<file path="src/lpm_pkg.sv">
// Package of constants and types for the power-mode controller.
package lpm_pkg;

  // ----------------------------------------------------------------
  // Register map and field layout
  // ----------------------------------------------------------------
  localparam int ADDR_W = 8;
  localparam logic [7:0] OFS_OPC = 8'h00;
  localparam logic [7:0] OFS_SBY = 8'h04;
  localparam logic [7:0] OFS_STAT = 8'h08;
  localparam int OPC_MODE_LSB = 0;
  localparam int OPC_EFF_BIT = 4;
  localparam int SBY_SEL_LSB = 0;
  localparam int SBY_RAM0_BIT = 2;
  localparam int STAT_STATE_LSB = 0;
  localparam int STAT_PE_BIT = 3;
  localparam int STAT_EFF_BIT = 4;

  // ----------------------------------------------------------------
  // Encodings and reset values
  // ----------------------------------------------------------------
  localparam logic [2:0] MODE_HS = 3'h0;
  localparam logic [2:0] MODE_LS1 = 3'h6;
  localparam logic [2:0] MODE_LS2 = 3'h7;
  localparam logic [1:0] SBY_SLEEP = 2'h0;
  localparam logic [1:0] SBY_AMCS = 2'h1;
  localparam logic [1:0] SBY_SSTBY = 2'h2;
  localparam logic [1:0] SBY_DSTBY = 2'h3;
  localparam logic [2:0] RST_MODE = MODE_HS;
  localparam logic [1:0] RST_SBY_SEL = SBY_SLEEP;
  localparam logic RST_RAM0_KEEP = 1'b1;
  localparam logic [31:0] RD_ZERO = 32'h0000_0000;

  typedef enum logic [2:0] {
    ST_RUN = 3'h0,
    ST_SLEEP = 3'h1,
    ST_AMCS = 3'h3,
    ST_SSTBY = 3'h2,
    ST_DSTBY = 3'h6
  } pm_state_t;

endpackage

</file>
<file path="src/pm_gate_if.sv">
// Interface between the mode sequencer and the domain gate decoder.
`timescale 1ns/1ps
interface pm_gate_if;
  import lpm_pkg::*;
  pm_state_t state;
  logic ram0_keep;
  logic cpu_stop;
  logic hoco_stop;
  logic loco_stop;
  logic pll_stop;
  logic ram1_stop;
  logic ram0_stop;
  logic ram1_lost;
  logic ram0_lost;
  logic periph_stop;
  logic io_hold;
  logic system_watchdog_freeze;
  logic independent_watchdog_stop;
  logic eight_bit_timer_freeze;
  logic monitors_on;

  modport ctrl (
    output state, ram0_keep,
    input cpu_stop, hoco_stop, loco_stop, pll_stop, ram1_stop, ram0_stop,
    input ram1_lost, ram0_lost, periph_stop, io_hold, system_watchdog_freeze,
    input independent_watchdog_stop, eight_bit_timer_freeze, monitors_on
  );
  modport dec (
    input state, ram0_keep,
    output cpu_stop, hoco_stop, loco_stop, pll_stop, ram1_stop, ram0_stop,
    output ram1_lost, ram0_lost, periph_stop, io_hold, system_watchdog_freeze,
    output independent_watchdog_stop, eight_bit_timer_freeze, monitors_on
  );
endinterface

</file>
<file path="src/low_power_mode_control.sv">
// Power-mode controller: APB registers, standby sequencer, wake logic.
`timescale 1ns/1ps
// Summary of operation
// Mode field picks high, low one, low two
// Software keeps clocks under each mode ceiling
// Low code always taken; saves if clocks fit
// Software programs largest clock dividers
// Standby entered by control register plus wait
// Interrupt or reset exits; deep exits via reset
// Software clears pending requests and enable first
// CPU stopped in every standby mode
// Fast oscillators and PLL stop in software standby
// RAM usable in sleep, retained mid; deep loses RAM1, and RAM0 unless kept
// Peripherals stop beyond sleep; pins hold
// Monitors, reset detector, clock stay alive
// Watchdogs and timers frozen per mode
// Taking interrupt clears global interrupt enable
module low_power_mode_control (
  input wire logic clk,
  input wire logic rst_b,
  input wire logic psel,
  input wire logic penable,
  input wire logic pwrite,
  input wire logic [lpm_pkg::ADDR_W-1:0] paddr,
  input wire logic [31:0] pwdata,
  output logic [31:0] prdata,
  output logic pready,
  output logic pslverr,
  input wire logic wait_exec,
  input wire logic irq_req,
  input wire logic gie,
  input wire logic ls1_clk_ok,
  input wire logic ls2_clk_ok,
  output logic [2:0] power_mode_q,
  output logic lp_effective_q,
  output logic flash_pe_inhibit_q,
  output logic irq_accept_q,
  output logic gie_clear_q,
  output logic deep_reset_req_q,
  output logic cpu_stop,
  output logic hoco_stop,
  output logic loco_stop,
  output logic pll_stop,
  output logic ram1_stop,
  output logic ram0_stop,
  output logic ram1_lost,
  output logic ram0_lost,
  output logic periph_stop,
  output logic io_hold,
  output logic system_watchdog_freeze,
  output logic independent_watchdog_stop,
  output logic eight_bit_timer_freeze,
  output logic monitors_on
);
  import lpm_pkg::*;

  // ----------------------------------------------------------------
  // APB decode
  // ----------------------------------------------------------------
  logic [1:0] sby_sel_q;
  logic ram0_keep_q;
  pm_state_t state_q;
  pm_state_t state_d;

  wire logic setup = psel && !penable;
  wire logic commit = psel && penable && pready;
  wire logic hit_opc = (paddr == OFS_OPC);
  wire logic hit_sby = (paddr == OFS_SBY);
  wire logic hit_stat = (paddr == OFS_STAT);
  wire logic mapped = hit_opc || hit_sby || hit_stat;
  wire logic wr_opc = commit && pwrite && hit_opc;
  wire logic wr_sby = commit && pwrite && hit_sby;
  wire logic [2:0] new_mode = pwdata[OPC_MODE_LSB +: 3];
  wire logic mode_legal = (new_mode == MODE_HS) || (new_mode == MODE_LS1)
                       || (new_mode == MODE_LS2);
  wire logic new_fits = (new_mode == MODE_LS1) ? ls1_clk_ok :
                        (new_mode == MODE_LS2) ? ls2_clk_ok : 1'b0;

  logic [31:0] rd_mux;
  always_comb begin
    rd_mux = RD_ZERO;
    if (hit_opc) begin
      rd_mux[OPC_MODE_LSB +: 3] = power_mode_q;
      rd_mux[OPC_EFF_BIT] = lp_effective_q;
    end else if (hit_sby) begin
      rd_mux[SBY_SEL_LSB +: 2] = sby_sel_q;
      rd_mux[SBY_RAM0_BIT] = ram0_keep_q;
    end else if (hit_stat) begin
      rd_mux[STAT_STATE_LSB +: 3] = state_q;
      rd_mux[STAT_PE_BIT] = flash_pe_inhibit_q;
      rd_mux[STAT_EFF_BIT] = lp_effective_q;
    end
  end

  // Answer is fixed at one access cycle, so pready is set at setup.
  always_ff @(posedge clk) begin
    if (!rst_b) begin
      pready <= 1'b0;
      pslverr <= 1'b0;
      prdata <= RD_ZERO;
    end else begin
      pready <= setup;
      pslverr <= setup && !mapped;
      prdata <= (setup && !pwrite) ? rd_mux : RD_ZERO;
    end
  end

  // ----------------------------------------------------------------
  // Operating power control
  // ----------------------------------------------------------------
  // Codes other than the three defined ones are dropped, keeping the
  // old mode, since an undefined mode has no defined clock ceiling.
  always_ff @(posedge clk) begin
    if (!rst_b) begin
      power_mode_q <= RST_MODE;
      lp_effective_q <= 1'b0;
      flash_pe_inhibit_q <= 1'b0;
    end else if (wr_opc && mode_legal) begin
      power_mode_q <= new_mode;
      lp_effective_q <= new_fits;
      flash_pe_inhibit_q <= (new_mode != MODE_HS);
    end
  end

  always_ff @(posedge clk) begin
    if (!rst_b) begin
      sby_sel_q <= RST_SBY_SEL;
      ram0_keep_q <= RST_RAM0_KEEP;
    end else if (wr_sby) begin
      sby_sel_q <= pwdata[SBY_SEL_LSB +: 2];
      ram0_keep_q <= pwdata[SBY_RAM0_BIT];
    end
  end

  // ----------------------------------------------------------------
  // Standby sequencer
  // ----------------------------------------------------------------
  wire logic run_irq = (state_q == ST_RUN) && irq_req && gie;
  wire logic shallow = (state_q == ST_SLEEP) || (state_q == ST_AMCS)
                    || (state_q == ST_SSTBY);
  wire logic wake_irq = shallow && irq_req;
  wire logic deep_irq = (state_q == ST_DSTBY) && irq_req;
  wire pm_state_t sel_state = (sby_sel_q == SBY_SLEEP) ? ST_SLEEP :
                              (sby_sel_q == SBY_AMCS) ? ST_AMCS :
                              (sby_sel_q == SBY_SSTBY) ? ST_SSTBY : ST_DSTBY;

  always_comb begin
    state_d = state_q;
    unique case (state_q)
      ST_RUN: begin
        if (wait_exec && !run_irq) begin
          state_d = sel_state;
        end
      end
      ST_SLEEP, ST_AMCS, ST_SSTBY: begin
        if (irq_req) begin
          state_d = ST_RUN;
        end
      end
      ST_DSTBY: begin
        state_d = ST_DSTBY;
      end
      default: begin
        state_d = ST_RUN;
      end
    endcase
  end

  // Deep standby leaves only through reset, so its request is held
  // until the system reset arrives and clears it.
  always_ff @(posedge clk) begin
    if (!rst_b) begin
      state_q <= ST_RUN;
      irq_accept_q <= 1'b0;
      gie_clear_q <= 1'b0;
      deep_reset_req_q <= 1'b0;
    end else begin
      state_q <= state_d;
      irq_accept_q <= run_irq || wake_irq;
      gie_clear_q <= run_irq || wake_irq;
      deep_reset_req_q <= deep_reset_req_q || deep_irq;
    end
  end

  // ----------------------------------------------------------------
  // Domain gates
  // ----------------------------------------------------------------
  pm_gate_if gi ();
  assign gi.state = state_q;
  assign gi.ram0_keep = ram0_keep_q;

  gate_decode u_dec (
    .clk(clk),
    .rst_b(rst_b),
    .g(gi.dec)
  );

  assign cpu_stop = gi.cpu_stop;
  assign hoco_stop = gi.hoco_stop;
  assign loco_stop = gi.loco_stop;
  assign pll_stop = gi.pll_stop;
  assign ram1_stop = gi.ram1_stop;
  assign ram0_stop = gi.ram0_stop;
  assign ram1_lost = gi.ram1_lost;
  assign ram0_lost = gi.ram0_lost;
  assign periph_stop = gi.periph_stop;
  assign io_hold = gi.io_hold;
  assign system_watchdog_freeze = gi.system_watchdog_freeze;
  assign independent_watchdog_stop = gi.independent_watchdog_stop;
  assign eight_bit_timer_freeze = gi.eight_bit_timer_freeze;
  assign monitors_on = gi.monitors_on;
endmodule

</file>
<file path="src/gate_decode.sv">
// Registered decode of standby state into clock and domain gates.
`timescale 1ns/1ps
module gate_decode (
  input wire logic clk,
  input wire logic rst_b,
  pm_gate_if.dec g
);
  import lpm_pkg::*;

  // ----------------------------------------------------------------
  // State classes
  // ----------------------------------------------------------------
  wire logic any_sby = (g.state != ST_RUN);
  wire logic mid_sby = (g.state == ST_AMCS) || (g.state == ST_SSTBY);
  wire logic deep_sby = (g.state == ST_SSTBY) || (g.state == ST_DSTBY);
  wire logic is_deep = (g.state == ST_DSTBY);

  // Gates are registered so every top-level output leaves a flip-flop.
  always_ff @(posedge clk) begin
    if (!rst_b) begin
      g.cpu_stop <= 1'b0;
      g.hoco_stop <= 1'b0;
      g.loco_stop <= 1'b0;
      g.pll_stop <= 1'b0;
      g.ram1_stop <= 1'b0;
      g.ram0_stop <= 1'b0;
      g.ram1_lost <= 1'b0;
      g.ram0_lost <= 1'b0;
      g.periph_stop <= 1'b0;
      g.io_hold <= 1'b0;
      g.system_watchdog_freeze <= 1'b0;
      g.independent_watchdog_stop <= 1'b0;
      g.eight_bit_timer_freeze <= 1'b0;
      g.monitors_on <= 1'b1;
    end else begin
      g.cpu_stop <= any_sby;
      g.hoco_stop <= deep_sby;
      g.loco_stop <= deep_sby;
      g.pll_stop <= deep_sby;
      g.ram1_stop <= mid_sby || is_deep;
      g.ram0_stop <= mid_sby || is_deep;
      g.ram1_lost <= is_deep;
      g.ram0_lost <= is_deep && !g.ram0_keep;
      g.periph_stop <= mid_sby || is_deep;
      g.io_hold <= any_sby && (g.state != ST_SLEEP);
      g.system_watchdog_freeze <= any_sby;
      g.independent_watchdog_stop <= is_deep;
      g.eight_bit_timer_freeze <= deep_sby;
      g.monitors_on <= 1'b1;
    end
  end
endmodule

</file>
<file path="config.mk">
export PLATFORM = sky130hd
export DESIGN_NAME = low_power_mode_control
export DESIGN_NICKNAME = d
export VERILOG_FILES = /design/src/lpm_pkg.sv /design/src/pm_gate_if.sv /design/src/low_power_mode_control.sv /design/src/gate_decode.sv
export SDC_FILE = /design/constraint.sdc
export NUM_CORES = 1
export LEC_CHECK = 0
export ABC_AREA = 1
export BUFFER_PORTS_ARGS = -buffer_cell sky130_fd_sc_hd__clkbuf_2
export CAP_MARGIN = 10
export CORE_MARGIN = 3
export CORE_UTILIZATION = 30
export DETAILED_ROUTE_END_ITERATION = 12
export PLACE_DENSITY = 0.61
export SETUP_SLACK_MARGIN = 0.1
export SYNTH_ARGS = -nofsm -noshare
export SYNTH_HDL_FRONTEND = slang
export SYNTH_SLANG_ARGS = --single-unit
</file>
<file path="constraint.sdc">
create_clock -name clk -period 2.6 [get_ports clk]
set_input_delay 0 -clock clk [delete_from_list [all_inputs] [get_ports clk]]
set_output_delay 0 -clock clk [all_outputs]
set_load 0.005 [all_outputs]
</file>
### Word-level counts from Yosys, hierarchy flattened

Cells that the tools add are included.

* bits in registers: 53
* latch bits: 0
* bits in writable memories: 0
* ROM bits: 0
* input bits: 50
* output and inout bits: 56
* word-level logic and storage cells: 90
* memories kept: 0

* add/subtract/negate cells: 0
* $mul: 0
* divide/modulo/power cells: 0
* magnitude comparators: 0
* equality and inequality tests: 13
* shifts and indexed selects: 0
* multiplexer cells: 13
* bitwise operators: 3
* reduce and logical (&&, ||, !) cells: 42

Operators by type and width (count)
* 3-bit 2-to-1 mux: 7
* 1-bit logical AND: 16
* 1-bit logical OR: 11
* 3-bit == test, second input constant: 3
* 3-bit case mux with 3 select lines: 1
* 8-bit by 3-bit == test with 1-bit output, second input constant: 1
* 8-bit by 4-bit == test with 1-bit output, second input constant: 1
* 8-bit zero test: 1
* 3-bit by 2-bit == test with 1-bit output, second input constant: 2
* 3-bit zero test: 2
* 3-bit nonzero test: 2
* 1-bit zero test: 5
* 5-bit 2-to-1 mux: 1
* 5-bit OR reduction: 1
* 2-bit AND reduction: 2
* 3-bit by 1-bit == test with 1-bit output, second input constant: 1
* 1-bit 2-to-1 mux: 3
* 3-bit by 1-bit != test with 1-bit output, second input constant: 1
* 1-bit inverter: 3
* 3-bit OR reduction: 1
* 2-bit by 1-bit == test with 1-bit output, second input constant: 1
* 2-bit == test, second input constant: 1
* 2-bit zero test: 1
* 2-bit 2-to-1 mux: 1
* 2 further kinds: 2

### Logic depth before layout (Yosys ltp)

Gate-level depths: netlist (run 1).

* word-level depth: 7
* mapped depth: 7

### Cells and area by module

A second synthesis (run 1) with hierarchy kept.

* cells, all modules: 192
* area, all modules: 1425.1 sq um

Modules (own cells, without submodules)
* low_power_mode_control: times used 1, cells an instance 166, area an instance 1188.6 sq um, sequential area each 400.4 sq um
* gate_decode: times used 1, cells an instance 26, area an instance 236.5 sq um, sequential area each 120.1 sq um

### Least setup slack after synthesis (run 1)

No wires, ideal clock.

* path type: flip-flop to flip-flop
* start: register state_q[2] (netlist: gi.state[2])
* end: register state_q[1] (netlist: gi.state[1])
* arrival time: 0.904 ns
* data required time: 2.485 ns
* slack: 1.581 ns
* cell stages (with the launch flop): 8
* buffers on the path: 0
* period minus slack after synthesis: 1.019 ns
* cells stage by stage: dfxtp_1 > inv_1 > nand3_1 > inv_1 > nand2_1 > nand2_1 > o21ai_1 > nor2_1

* word-level cells in the longest chain between the ends: 7
* elaborated cells between the ends (all ways): 14
* classes of those cells: eq/ne (6); mux (1); reduce/logical (7)

RTL lines
* start: declaration: RTL line low_power_mode_control.sv:62 `pm_state_t state_q;`
* start signal: assignment: RTL line low_power_mode_control.sv:178 `state_q <= state_d;`
* 3-bit zero test: RTL line low_power_mode_control.sv:138, low_power_mode_control.sv:149
* 1-bit logical AND (2 in a row): RTL line low_power_mode_control.sv:138 `wire logic run_irq = (state_q == ST_RUN) && irq_req && gie;`
* 1-bit zero test: RTL line low_power_mode_control.sv:151 `if (wait_exec && !run_irq) begin`
* 1-bit logical AND: RTL line low_power_mode_control.sv:151
* 2-bit by 1-bit != test with 1-bit output (no line)
* 2-bit AND reduction (no line)

Several ways; a longest one is shown, not always the timed one.
A chain may end at the register's enable or synchronous reset.

### Worst setup path after layout (run 1)

Ends and elaborated chain as after synthesis.

==> results.sh, run 1 <==
export IMPL_max_freq_mhz=822
export IMPL_via_count=1240
export IMPL_htreeDepth=1
export IMPL_synthesis_area_um2=1480
export IMPL_rsz0062_at_grt="no"
export IMPL_drtIter0Drc=64
export IMPL_wl_per_cell_um=9.55
export IMPL_yosys_area_top_type_share=0.351
export IMPL_synth_seq_area_share=0.351
export IMPL_synthTopCellsByCount="buf_4 (36), nor2_1 (30), nand2_1 (28)"
export IMPL_cts_tree="built"
export IMPL_r2r_start="gi.state[2]$_SDFFE_PN0P_"
export IMPL_hold_violations=0
export IMPL_hold_path_end="gie_clear_q$_SDFF_PN0_"
export IMPL_fin_skew_ns=0.00562
export IMPL_leakage_nw=0.853
export IMPL_crit_path_start_kind="register"
export IMPL_reg2reg_to="gi.state[1]$_SDFFE_PN0P_"
export IMPL_synth_most_common_cell="buf_4"
export IMPL_wl_met3_um=243
export IMPL_holdPathStages=3
export IMPL_die_y_um=76.3
export IMPL_setup_tns_ns=0
export IMPL_critPathCaptureType="register"
export IMPL_nets=297
export IMPL_drv_cap=0
export IMPL_hold_slack_ns=0.00649
export IMPL_synth_cell_types=26
export IMPL_dieArea_um2=5820
export IMPL_worstHoldPathType="in2reg"
export IMPL_grt_usage=0.101
export IMPL_cp_max_fo=5
export IMPL_holdBufCountCts=5
export IMPL_grt_antenna_before_repair=0
export IMPL_period_share=0.468
export IMPL_drc_errors=0
export IMPL_critical_path_class="reg2reg"
export IMPL_crit_path_top_delay_cell="dfxtp_1"
export IMPL_finalWirelength_um=2970
export IMPL_num_io_pins=106
export IMPL_grt_max_degree=16
export IMPL_gp_congestion=0.787
export IMPL_yosysWarningCount=0
export IMPL_synth_top_flop_cell="dfxtp_1"
export IMPL_ys_ff_latch=26
export IMPL_slowest_delay_ns=0.41
export IMPL_core_um2=4560
export IMPL_top_layer_used="met4"
export IMPL_initial_core_util=0.325
export IMPL_via_per_inst=3.99
export IMPL_arrival_ns=1.40
export IMPL_postCtsSetupRepairBufs=0
export IMPL_cts_buffers=3
export IMPL_powerDensity_nw_per_um2=585
export IMPL_cp_required_ns=2.78
export IMPL_synthCells=200
export IMPL_wl_met2_um=1410
export IMPL_hpwl_um=2440
export IMPL_row_count=24
export IMPL_r2r_slack_ns=1.38
export IMPL_met1_length_um=1270
export IMPL_clkTransAtPathRegs_ns=0.09
export IMPL_ant_nets=0
export IMPL_synth_edf_count=0
export IMPL_diodes=0
export IMPL_critical_path_cell_chain="inv_1 > nand3_1 > inv_1 > nand2_1 > nand2_1 > o21ai_1 > nor2_1"
export IMPL_yosys_area_top_type="dfxtp_1"
export IMPL_first_global_vias=1127
export IMPL_setup_viol=0
export IMPL_area_growth_pct=17.5
export IMPL_run_status="complete, no violations"
export IMPL_clockBufferDepth=2
export IMPL_die_w_um=76.3
export IMPL_grt_overflow_total=0
export IMPL_slew_violations=0
export IMPL_rr_worst_depth=7
export IMPL_cts_resized=0
export IMPL_utilization=0.381
export IMPL_root_buffer="clkbuf_8"
export IMPL_synthArstFlopShare=0
export IMPL_first_pass_iters=4
export IMPL_period_minus_slack_ns=1.22
export IMPL_worstSkewPairLatency_ns=0.28
export IMPL_synth_area_leaders="dfxtp_1 (35%), buf_4 (18%), nor2_1 (7.6%), nand2_1 (7.1%), inv_1 (4.8%)"
export IMPL_min_from="irq_req"
export IMPL_power_total_mw=1.02
export IMPL_io_buffers=48
export IMPL_synth_area_per_cell_um2=7.41
export IMPL_grt_pass1_wl_um=4840
export IMPL_peakVddDrop_mv=0.275
export IMPL_clkSinkCount=26
export IMPL_final_layout_size_suffix_gt1_frac=0.321
state kept, by name (all words and copies together), names as in the netlist:
| register | count |
|---|---|
| sby_sel_q | 2 |
| u_dec.g.io_hold | 1 |
| u_dec.g.system_watchdog_freeze | 1 |
| gi.ram0_keep | 1 |
| deep_reset_req_q | 1 |
| u_dec.g.ram1_lost | 1 |
| u_dec.g.ram0_lost | 1 |
| u_dec.g.eight_bit_timer_freeze | 1 |
| pready | 1 |
| lp_effective_q | 1 |
| pslverr | 1 |
| flash_pe_inhibit_q | 1 |
| power_mode_q | 3 |
| prdata | 5 |
| gie_clear_q | 1 |
| gi.state | 3 |
| u_dec.g.ram0_stop | 1 |
final cells by class:
type,instances,area [um2]
Fill cell,501,2820
Inverter,24,92.6
Tap cell,65,81.3
Timing Repair Buffer,53,290
Clock inverter,1,30.0
Clock buffer,3,41.3
Sequential cell,26,520
Multi-Input combinational cell,139,684
critical path, delay by kind of cell, from the launching register on:
| kind | cells | cell delay, ns |
|---|---|---|
| AO/OA/AOI/OAI | 1 | 0.13 |
| flip-flops | 1 | 0.41 |
| AND/OR/NAND/NOR | 4 | 0.39 |
| buffers and inverters | 2 | 0.19 |
worst max-delay path by stage:
| stage | slack [ns] | end | start | depth (start not counted) |
|---|---|---|---|---|
| 2_1_floorplan | 1.58 | gi.state[1]$_SDFFE_PN0P_ | gi.state[2]$_SDFFE_PN0P_ | 7 |
| 3_3_place_gp | 1.41 | gi.state[1]$_SDFFE_PN0P_ | gi.state[2]$_SDFFE_PN0P_ | 7 |
| 3_5_place_dp | 1.41 | gi.state[1]$_SDFFE_PN0P_ | gi.state[2]$_SDFFE_PN0P_ | 7 |
| 4_1_cts | 1.39 | gi.state[1]$_SDFFE_PN0P_ | gi.state[2]$_SDFFE_PN0P_ | 7 |
| 5_1_grt | 1.27 | gi.state[1]$_SDFFE_PN0P_ | gi.state[2]$_SDFFE_PN0P_ | 7 |
| 6_report | 1.38 | gi.state[1]$_SDFFE_PN0P_ | gi.state[2]$_SDFFE_PN0P_ | 7 |
logic make-up after synthesis:
kind of cell	synth area share
AND/OR/NAND/NOR	0.331
buffers and inverters	0.253
flip-flops	0.351
AO/OA/AOI/OAI	0.0600
other	0.00507
through the flow:
step / worst slack, ns / area (um2) / instances
after floorplan: 1.58 / 1580 / 226
after global placement: 1.41 / 1620 / 302
after detailed placement: 1.41 / 1620 / 302
after CTS: 1.39 / 1740 / 311
after global routing: 1.27 / 1740 / 311
final: 1.38 / 1740 / 311
power by group:
group / leakage [nW] / switching [mW] / internal, mW
clock network: 0.0357 / 0.133 / 0.206
logic: 0.607 / 0.140 / 0.0858
registers: 0.211 / 0.0230 / 0.431
total: 0.853 / 0.296 / 0.723
layer usage:
metal,vias up,track usage
li1,649,-
met1,539,0.119
met2,47,0.171
met3,5,0.0307
met4,0,0.0380
met5,-,0
cells in the final DEF (no fill, tap or decap), types with 2 or more instances in the layout:
cell           Yosys  routed
a21oi_1            4       4
a21oi_2            3       3
clkbuf_2           0      48
clkbuf_8           0       3
conb_1             2      28
dfxtp_1           26      26
dlygate4sd3_1      0       5
inv_1             19      19
inv_2              4       4
nand2_1           28      28
nand2_2            6       6
nand3_1           13      13
nand3_2            2       2
nor2_1            30      30
nor2_2             5       5
nor2_4             3       3
nor3_1             4       4
o211ai_1           3       3
o21ai_0            3       3
Power figures use the tool's default switching activity.
==> inputs of run 2 (changes only) <==
--- a/config.mk
+++ b/config.mk
@@ -11,7 +11,7 @@
 export CORE_MARGIN = 3
 export CORE_UTILIZATION = 30
 export DETAILED_ROUTE_END_ITERATION = 12
-export PLACE_DENSITY = 0.61
+export PLACE_DENSITY = 0.63
 export SETUP_SLACK_MARGIN = 0.1
 export SYNTH_ARGS = -nofsm -noshare
 export SYNTH_HDL_FRONTEND = slang
==> constraint.sdc (replaced) <==
create_clock -name clk -period 1.1 [get_ports clk]
set_input_delay 0 -clock clk [delete_from_list [all_inputs] [get_ports clk]]
set_output_delay 0 -clock clk [all_outputs]
set_load 0.005 [all_outputs]
==> run 2 against run 1 <==
  * First-iteration DRC count grew 13%
  * Cell area grew 9.6%
  * Flip-flop and latch count is the same
  * Clock skew shrank 0.0047 ns
  * Clock-buffer cell count grew 1
  * Register-to-register slack lost 1.3 ns
  * Global-route usage grew 0.097 points
  * Sequential share of layout area shrank 2.2 points
  * Core utilization grew 3.6 points
==> results.sh, run 2 (same netlist as run 1, synthesis figures left out) <==
export IMPL_crit_path_start_kind="register"
export IMPL_sw_frac_of_total=0.327
export IMPL_grt_usage=0.102
export IMPL_critPathCaptureType="register"
export IMPL_htreeDepth=1
export IMPL_grtUsageMet3=0.0165
export IMPL_die_w_um=76.3
export IMPL_area_growth_pct=28.7
export IMPL_num_io_pins=106
export IMPL_leakage_nw=0.945
export IMPL_clockBufferDepth=2
export IMPL_io_buffers=48
export IMPL_diodes=0
export IMPL_combPwrFrac=0.353
export IMPL_layout_commonest_cell="clkbuf_2"
export IMPL_period_share=0.904
export IMPL_worstSkewPairLatency_ns=0.28
export IMPL_slowest_delay_ns=0.37
export IMPL_setup_tns_ns=0
export IMPL_dieArea_um2=5820
export IMPL_top_register="prdata"
export IMPL_path_delay_family="simple AND/OR/NAND/NOR gates"
export IMPL_drtIter0Drc=72
export IMPL_setup_viol=0
export IMPL_max_freq_mhz=1010
export IMPL_p_sw_mw=0.877
export IMPL_cp_required_ns=1.31
export IMPL_via_count=1305
export IMPL_cts_buffers=3
export IMPL_grt_use_met2=0.164
export IMPL_drc_errors=0
export IMPL_cts_tree="built"
export IMPL_path_depth=6
export IMPL_grt_max_degree=15
export IMPL_cp_max_fo=4
export IMPL_dp_slack_ns=0.0539
export IMPL_grt_pass1_wl_um=4930
export IMPL_gp_congestion=0.788
export IMPL_r2r_slack_ns=0.11
export IMPL_rsz0062_at_grt="yes"
export IMPL_fillers=483
export IMPL_ant_nets=0
export IMPL_peakVddDrop_mv=0.510
export IMPL_cpMostUsedCell="nand2_1"
export IMPL_gr_usage_met1=0.130
export IMPL_core_um2=4560
export IMPL_r2r_start="gi.state[0]$_SDFFE_PN0P_"
export IMPL_wl_per_cell_um=9.80
export IMPL_nets=309
export IMPL_row_count=24
export IMPL_worstHoldPathType="in2reg"
export IMPL_first_pass_iters=4
export IMPL_powerDensity_nw_per_um2=1400
export IMPL_via_per_inst=4.04
export IMPL_grt_antenna_before_repair=0
export IMPL_hold_violations=0
export IMPL_reg2reg_to="gi.state[0]$_SDFFE_PN0P_"
export IMPL_die_y_um=76.3
export IMPL_hpwl_um=2370
export IMPL_rr_worst_depth=6
export IMPL_layout_common_cells="clkbuf_2 (48), nor2_1 (28), conb_1 (28)"
export IMPL_first_global_vias=1129
export IMPL_slew_violations=0
export IMPL_drv_cap=0
export IMPL_setup_ws_ns=0.105
export IMPL_clkSinkCount=26
export IMPL_finalWirelength_um=3170
export IMPL_grt_overflow_total=0
export IMPL_top_usage_layer="met2"
export IMPL_final_layout_size_suffix_gt1_frac=0.438
export IMPL_p_seq_frac=0.409
export IMPL_initial_core_util=0.325
export IMPL_root_buffer="clkbuf_8"
export IMPL_pwr_share_clk=0.238
export IMPL_fin_skew_ns=0.000961
export IMPL_p_int_mw=1.80
export IMPL_period_minus_slack_ns=0.995
export IMPL_path_buf_inv=1
export IMPL_run_status="complete, no violations"
export IMPL_largest_reg_flops=5
export IMPL_arrival_ns=1.21
export IMPL_crit_path_top_delay_cell="dfxtp_2"
export IMPL_clkTransAtPathRegs_ns=0.09
export IMPL_endpoint="gi.state[0]$_SDFFE_PN0P_"
export IMPL_critical_path_class="reg2reg"
export IMPL_crit_start="gi.state[0]$_SDFFE_PN0P_"
export IMPL_critical_path_cell_chain="inv_4 > nand2_1 > nand3_2 > nand2_4 > nand2_1 > a21oi_1"
[run 2: cell count changes in the layout (fill, tap and decap cells not counted), moves of 3 or more]
cell	change
buf_4	+13
nand2_1	-4
inv_1	-4
o21ai_0	-3
dfxtp_2	+3
nand3_1	-3
nand2_4	+4
dfxtp_1	-4
[run 2: worst register-to-register path, cell delays in order, from the launching register on]
cell	delay, ns
dfxtp_2	0.37
inv_4	0.05
nand2_1	0.10
nand3_2	0.13
nand2_4	0.10
nand2_1	0.05
a21oi_1	0.12
[run 2: per-stage QoR]
| stage | power, mW | utilization | cells | cell area, um2 | hold WS, ns |
|---|---|---|---|---|---|
| after detailed placement | 1.71 | 0.363 | 307 | 1660 | 0.242 |
| after global routing | 2.83 | 0.418 | 323 | 1910 | 0.0474 |
| after global placement | 1.71 | 0.363 | 307 | 1660 | 0.231 |
| final | 2.68 | 0.418 | 323 | 1910 | 0.00870 |
| after CTS | 2.42 | 0.389 | 316 | 1770 | 0.00744 |
| after floorplan | 1.56 | - | 226 | 1580 | 0.0758 |
[run 2: how the worst min path moves through the flow]
stage | cells past startpoint | endpoint | start
floorplan | 1 | pready$_SDFF_PN0_ | penable
global placement | 2 | pready$_SDFF_PN0_ | penable
detailed placement | 2 | pready$_SDFF_PN0_ | penable
CTS | 3 | gie_clear_q$_SDFF_PN0_ | irq_req
global route | 3 | gie_clear_q$_SDFF_PN0_ | irq_req
finish | 3 | gi.ram0_keep$_SDFFE_PN1P_ | pwdata[2]
[run 2: routing by layer]
metal	routed length (um)	part of all wire
met1	1410	0.44
met2	1520	0.48
met3	174	0.055
met4	59	0.019
met5	0	0
[run 2: cell type report]
type | instances | area [um2] | area share
well taps | 65 | 81.3 | 0.0427
clock buffers | 4 | 55.1 | 0.0289
multi-input cells | 139 | 766 | 0.402
flip-flops and latches | 26 | 528 | 0.277
inverters | 24 | 97.6 | 0.0512
repair buffers | 65 | 379 | 0.199
[run 2: power groups by stage]
stage	clock, mW	sequential (mW)	combinational (mW)
2_1_floorplan	0	1.09	0.463
3_3_place_gp	0	1.09	0.618
3_5_place_dp	0	1.09	0.621
4_1_cts	0.654	1.07	0.692
5_1_grt	0.679	1.11	1.04
6_report	0.638	1.09	0.946
[run 2: repair_timing]
action	CTS	global route
setup buffers	2	7
pin swaps	2	12
gates resized for setup	10	22
hold buffers	3	0
hold endpoints to repair	3	0
endpoints found under the setup margin	4	14
==> inputs of run 3 (changes only) <==
--- a/config.mk
+++ b/config.mk
@@ -8,6 +8,7 @@
 export ABC_AREA = 1
 export BUFFER_PORTS_ARGS = -buffer_cell sky130_fd_sc_hd__clkbuf_2
 export CAP_MARGIN = 10
+export CORE_ASPECT_RATIO = 0.9
 export CORE_MARGIN = 3
 export CORE_UTILIZATION = 30
 export DETAILED_ROUTE_END_ITERATION = 12
==> run 3 against run 2 <==
  * Flip-flop and latch count unchanged
  * Via count decreased by 1.7%
  * Largest cell class unchanged
  * Die area is essentially flat
  * Hold slack improved by 0.013 ns
  * Highest routed layer unchanged
  * Register-to-register slack lost 0.02 ns
==> results.sh, run 3 (same netlist as run 1, synthesis figures left out) <==
export IMPL_run_status="complete, no violations"
export IMPL_via_per_inst=4.09
export IMPL_largest_reg_flops=5
export IMPL_nets=303
export IMPL_setup_ws_ns=0.0861
export IMPL_peakVddDrop_mv=0.563
export IMPL_placed_cell_area_um2=1650
export IMPL_die_y_um=72.7
export IMPL_critical_path_class="reg2reg"
export IMPL_dieArea_um2=5820
export IMPL_area_growth_pct=26.5
export IMPL_period_minus_slack_ns=1.01
export IMPL_io_buffers=48
export IMPL_root_buffer="clkbuf_8"
export IMPL_power_total_mw=2.71
export IMPL_cts_buffers=3
export IMPL_first_pass_iters=5
export IMPL_clockBufferDepth=2
export IMPL_gp_congestion=0.804
export IMPL_crit_path_start_kind="register"
export IMPL_grt_usage=0.109
export IMPL_critPathCaptureType="register"
export IMPL_num_io_pins=106
export IMPL_drtIter0Drc=50
export IMPL_fillers=490
export IMPL_drc_errors=0
export IMPL_slew_violations=0
export IMPL_drv_cap=0
export IMPL_dp_slack_ns=0.0178
export IMPL_worstSkewPairLatency_ns=0.27
export IMPL_cp_max_fo=5
export IMPL_setup_viol=0
export IMPL_layout_common_cells="clkbuf_2 (48), conb_1 (28), nor2_1 (27)"
export IMPL_setup_tns_ns=0
export IMPL_rsz0062_at_grt="yes"
export IMPL_leakage_nw=0.920
export IMPL_diodes=0
export IMPL_min_from="pwdata[2]"
export IMPL_hold_slack_ns=0.0222
export IMPL_layout_commonest_cell="clkbuf_2"
export IMPL_grt_max_degree=16
export IMPL_hold_violations=0
export IMPL_top_register="prdata"
export IMPL_grt_overflow_total=0
export IMPL_initial_core_util=0.322
export IMPL_grt_pass1_wl_um=5040
export IMPL_cts_tree="built"
export IMPL_r2r_start="gi.state[1]$_SDFFE_PN0P_"
export IMPL_fin_skew_ns=0.00465
export IMPL_row_count=23
export IMPL_layout_cells_non_filler=314
export IMPL_core_um2=4600
export IMPL_via_count=1283
export IMPL_ant_nets=0
export IMPL_clkTransAtPathRegs_ns=0.09
export IMPL_htreeDepth=1
export IMPL_period_share=0.922
export IMPL_grt_antenna_before_repair=0
export IMPL_finalWirelength_um=3040
export IMPL_arrival_ns=1.21
export IMPL_final_layout_size_suffix_gt1_frac=0.425
export IMPL_first_global_vias=1183
export IMPL_wl_per_cell_um=9.68
export IMPL_fin_area_um2=1870
export IMPL_die_w_um=80.1
export IMPL_cp_required_ns=1.30
export IMPL_clkSinkCount=26
export IMPL_worstHoldPathType="in2reg"
export IMPL_max_freq_mhz=986
export IMPL_powerDensity_nw_per_um2=1450
export IMPL_placed_cells=303
export IMPL_utilization=0.407
export IMPL_crit_start="gi.state[1]$_SDFFE_PN0P_"
export IMPL_hpwl_um=2410
run 3: cell count changes in the layout (fill, tap and decap cells not counted), sizes merged:
cell / before / now
bufinv: 0 / 1
buf: 14 / 8
clkbuf: 52 / 51
run 3: critical path, stage by stage, from the launching register on:
cell and delay (ns):
dfxtp_4 0.38, inv_4 0.07, nand3_4 0.07, buf_4 0.14, nor2_2 0.07, nand3_1 0.08, a21oi_2 0.14
run 3: where the power goes:
part	internal [mW]	switching (mW)
Clock	0.486	0.295
Sequential	1.03	0.0733
Combinational	0.381	0.449
Total	1.90	0.818
run 3: cell type report:
| type | instances | area [um2] | area share |
|---|---|---|---|
| multi-input cells | 139 | 764 | 0.408 |
| flip-flops and latches | 26 | 531 | 0.283 |
| well taps | 62 | 77.6 | 0.0414 |
| clock buffers | 3 | 41.3 | 0.0220 |
| inverters | 24 | 100 | 0.0534 |
| repair buffers | 59 | 330 | 0.176 |
| clock inverters | 1 | 30.0 | 0.0160 |
run 3: path summary, 6_finish.rpt:
path | cells past startpoint | end | slack [ns]
max reg2reg | 6 | gi.state[0]$_SDFFE_PN0P_ | 0.09
min reg2reg | 2 | deep_reset_req_q$_SDFF_PN0_ | 0.46
max | 6 | gi.state[0]$_SDFFE_PN0P_ | 0.09
min | 3 | gi.ram0_keep$_SDFFE_PN1P_ | 0.02
run 3: repair_timing:
action,4_1_cts,5_1_grt
buffers inserted,1,3
endpoints found under the setup margin,7,13
pin swaps,5,11
gates cloned,0,0
hold endpoints to repair,3,0
hold buffers,3,0
resized for setup,11,22
run 3: routing by layer:
| layer | wire [um] | vias up | GRT usage |
|---|---|---|---|
| met4 | 40 | 0 | 0.0394 |
| met5 | 0 | - | 0 |
| met3 | 264 | 2 | 0.0284 |
| met2 | 1460 | 52 | 0.180 |
| li1 | - | 666 | - |
| met1 | 1280 | 563 | 0.138 |
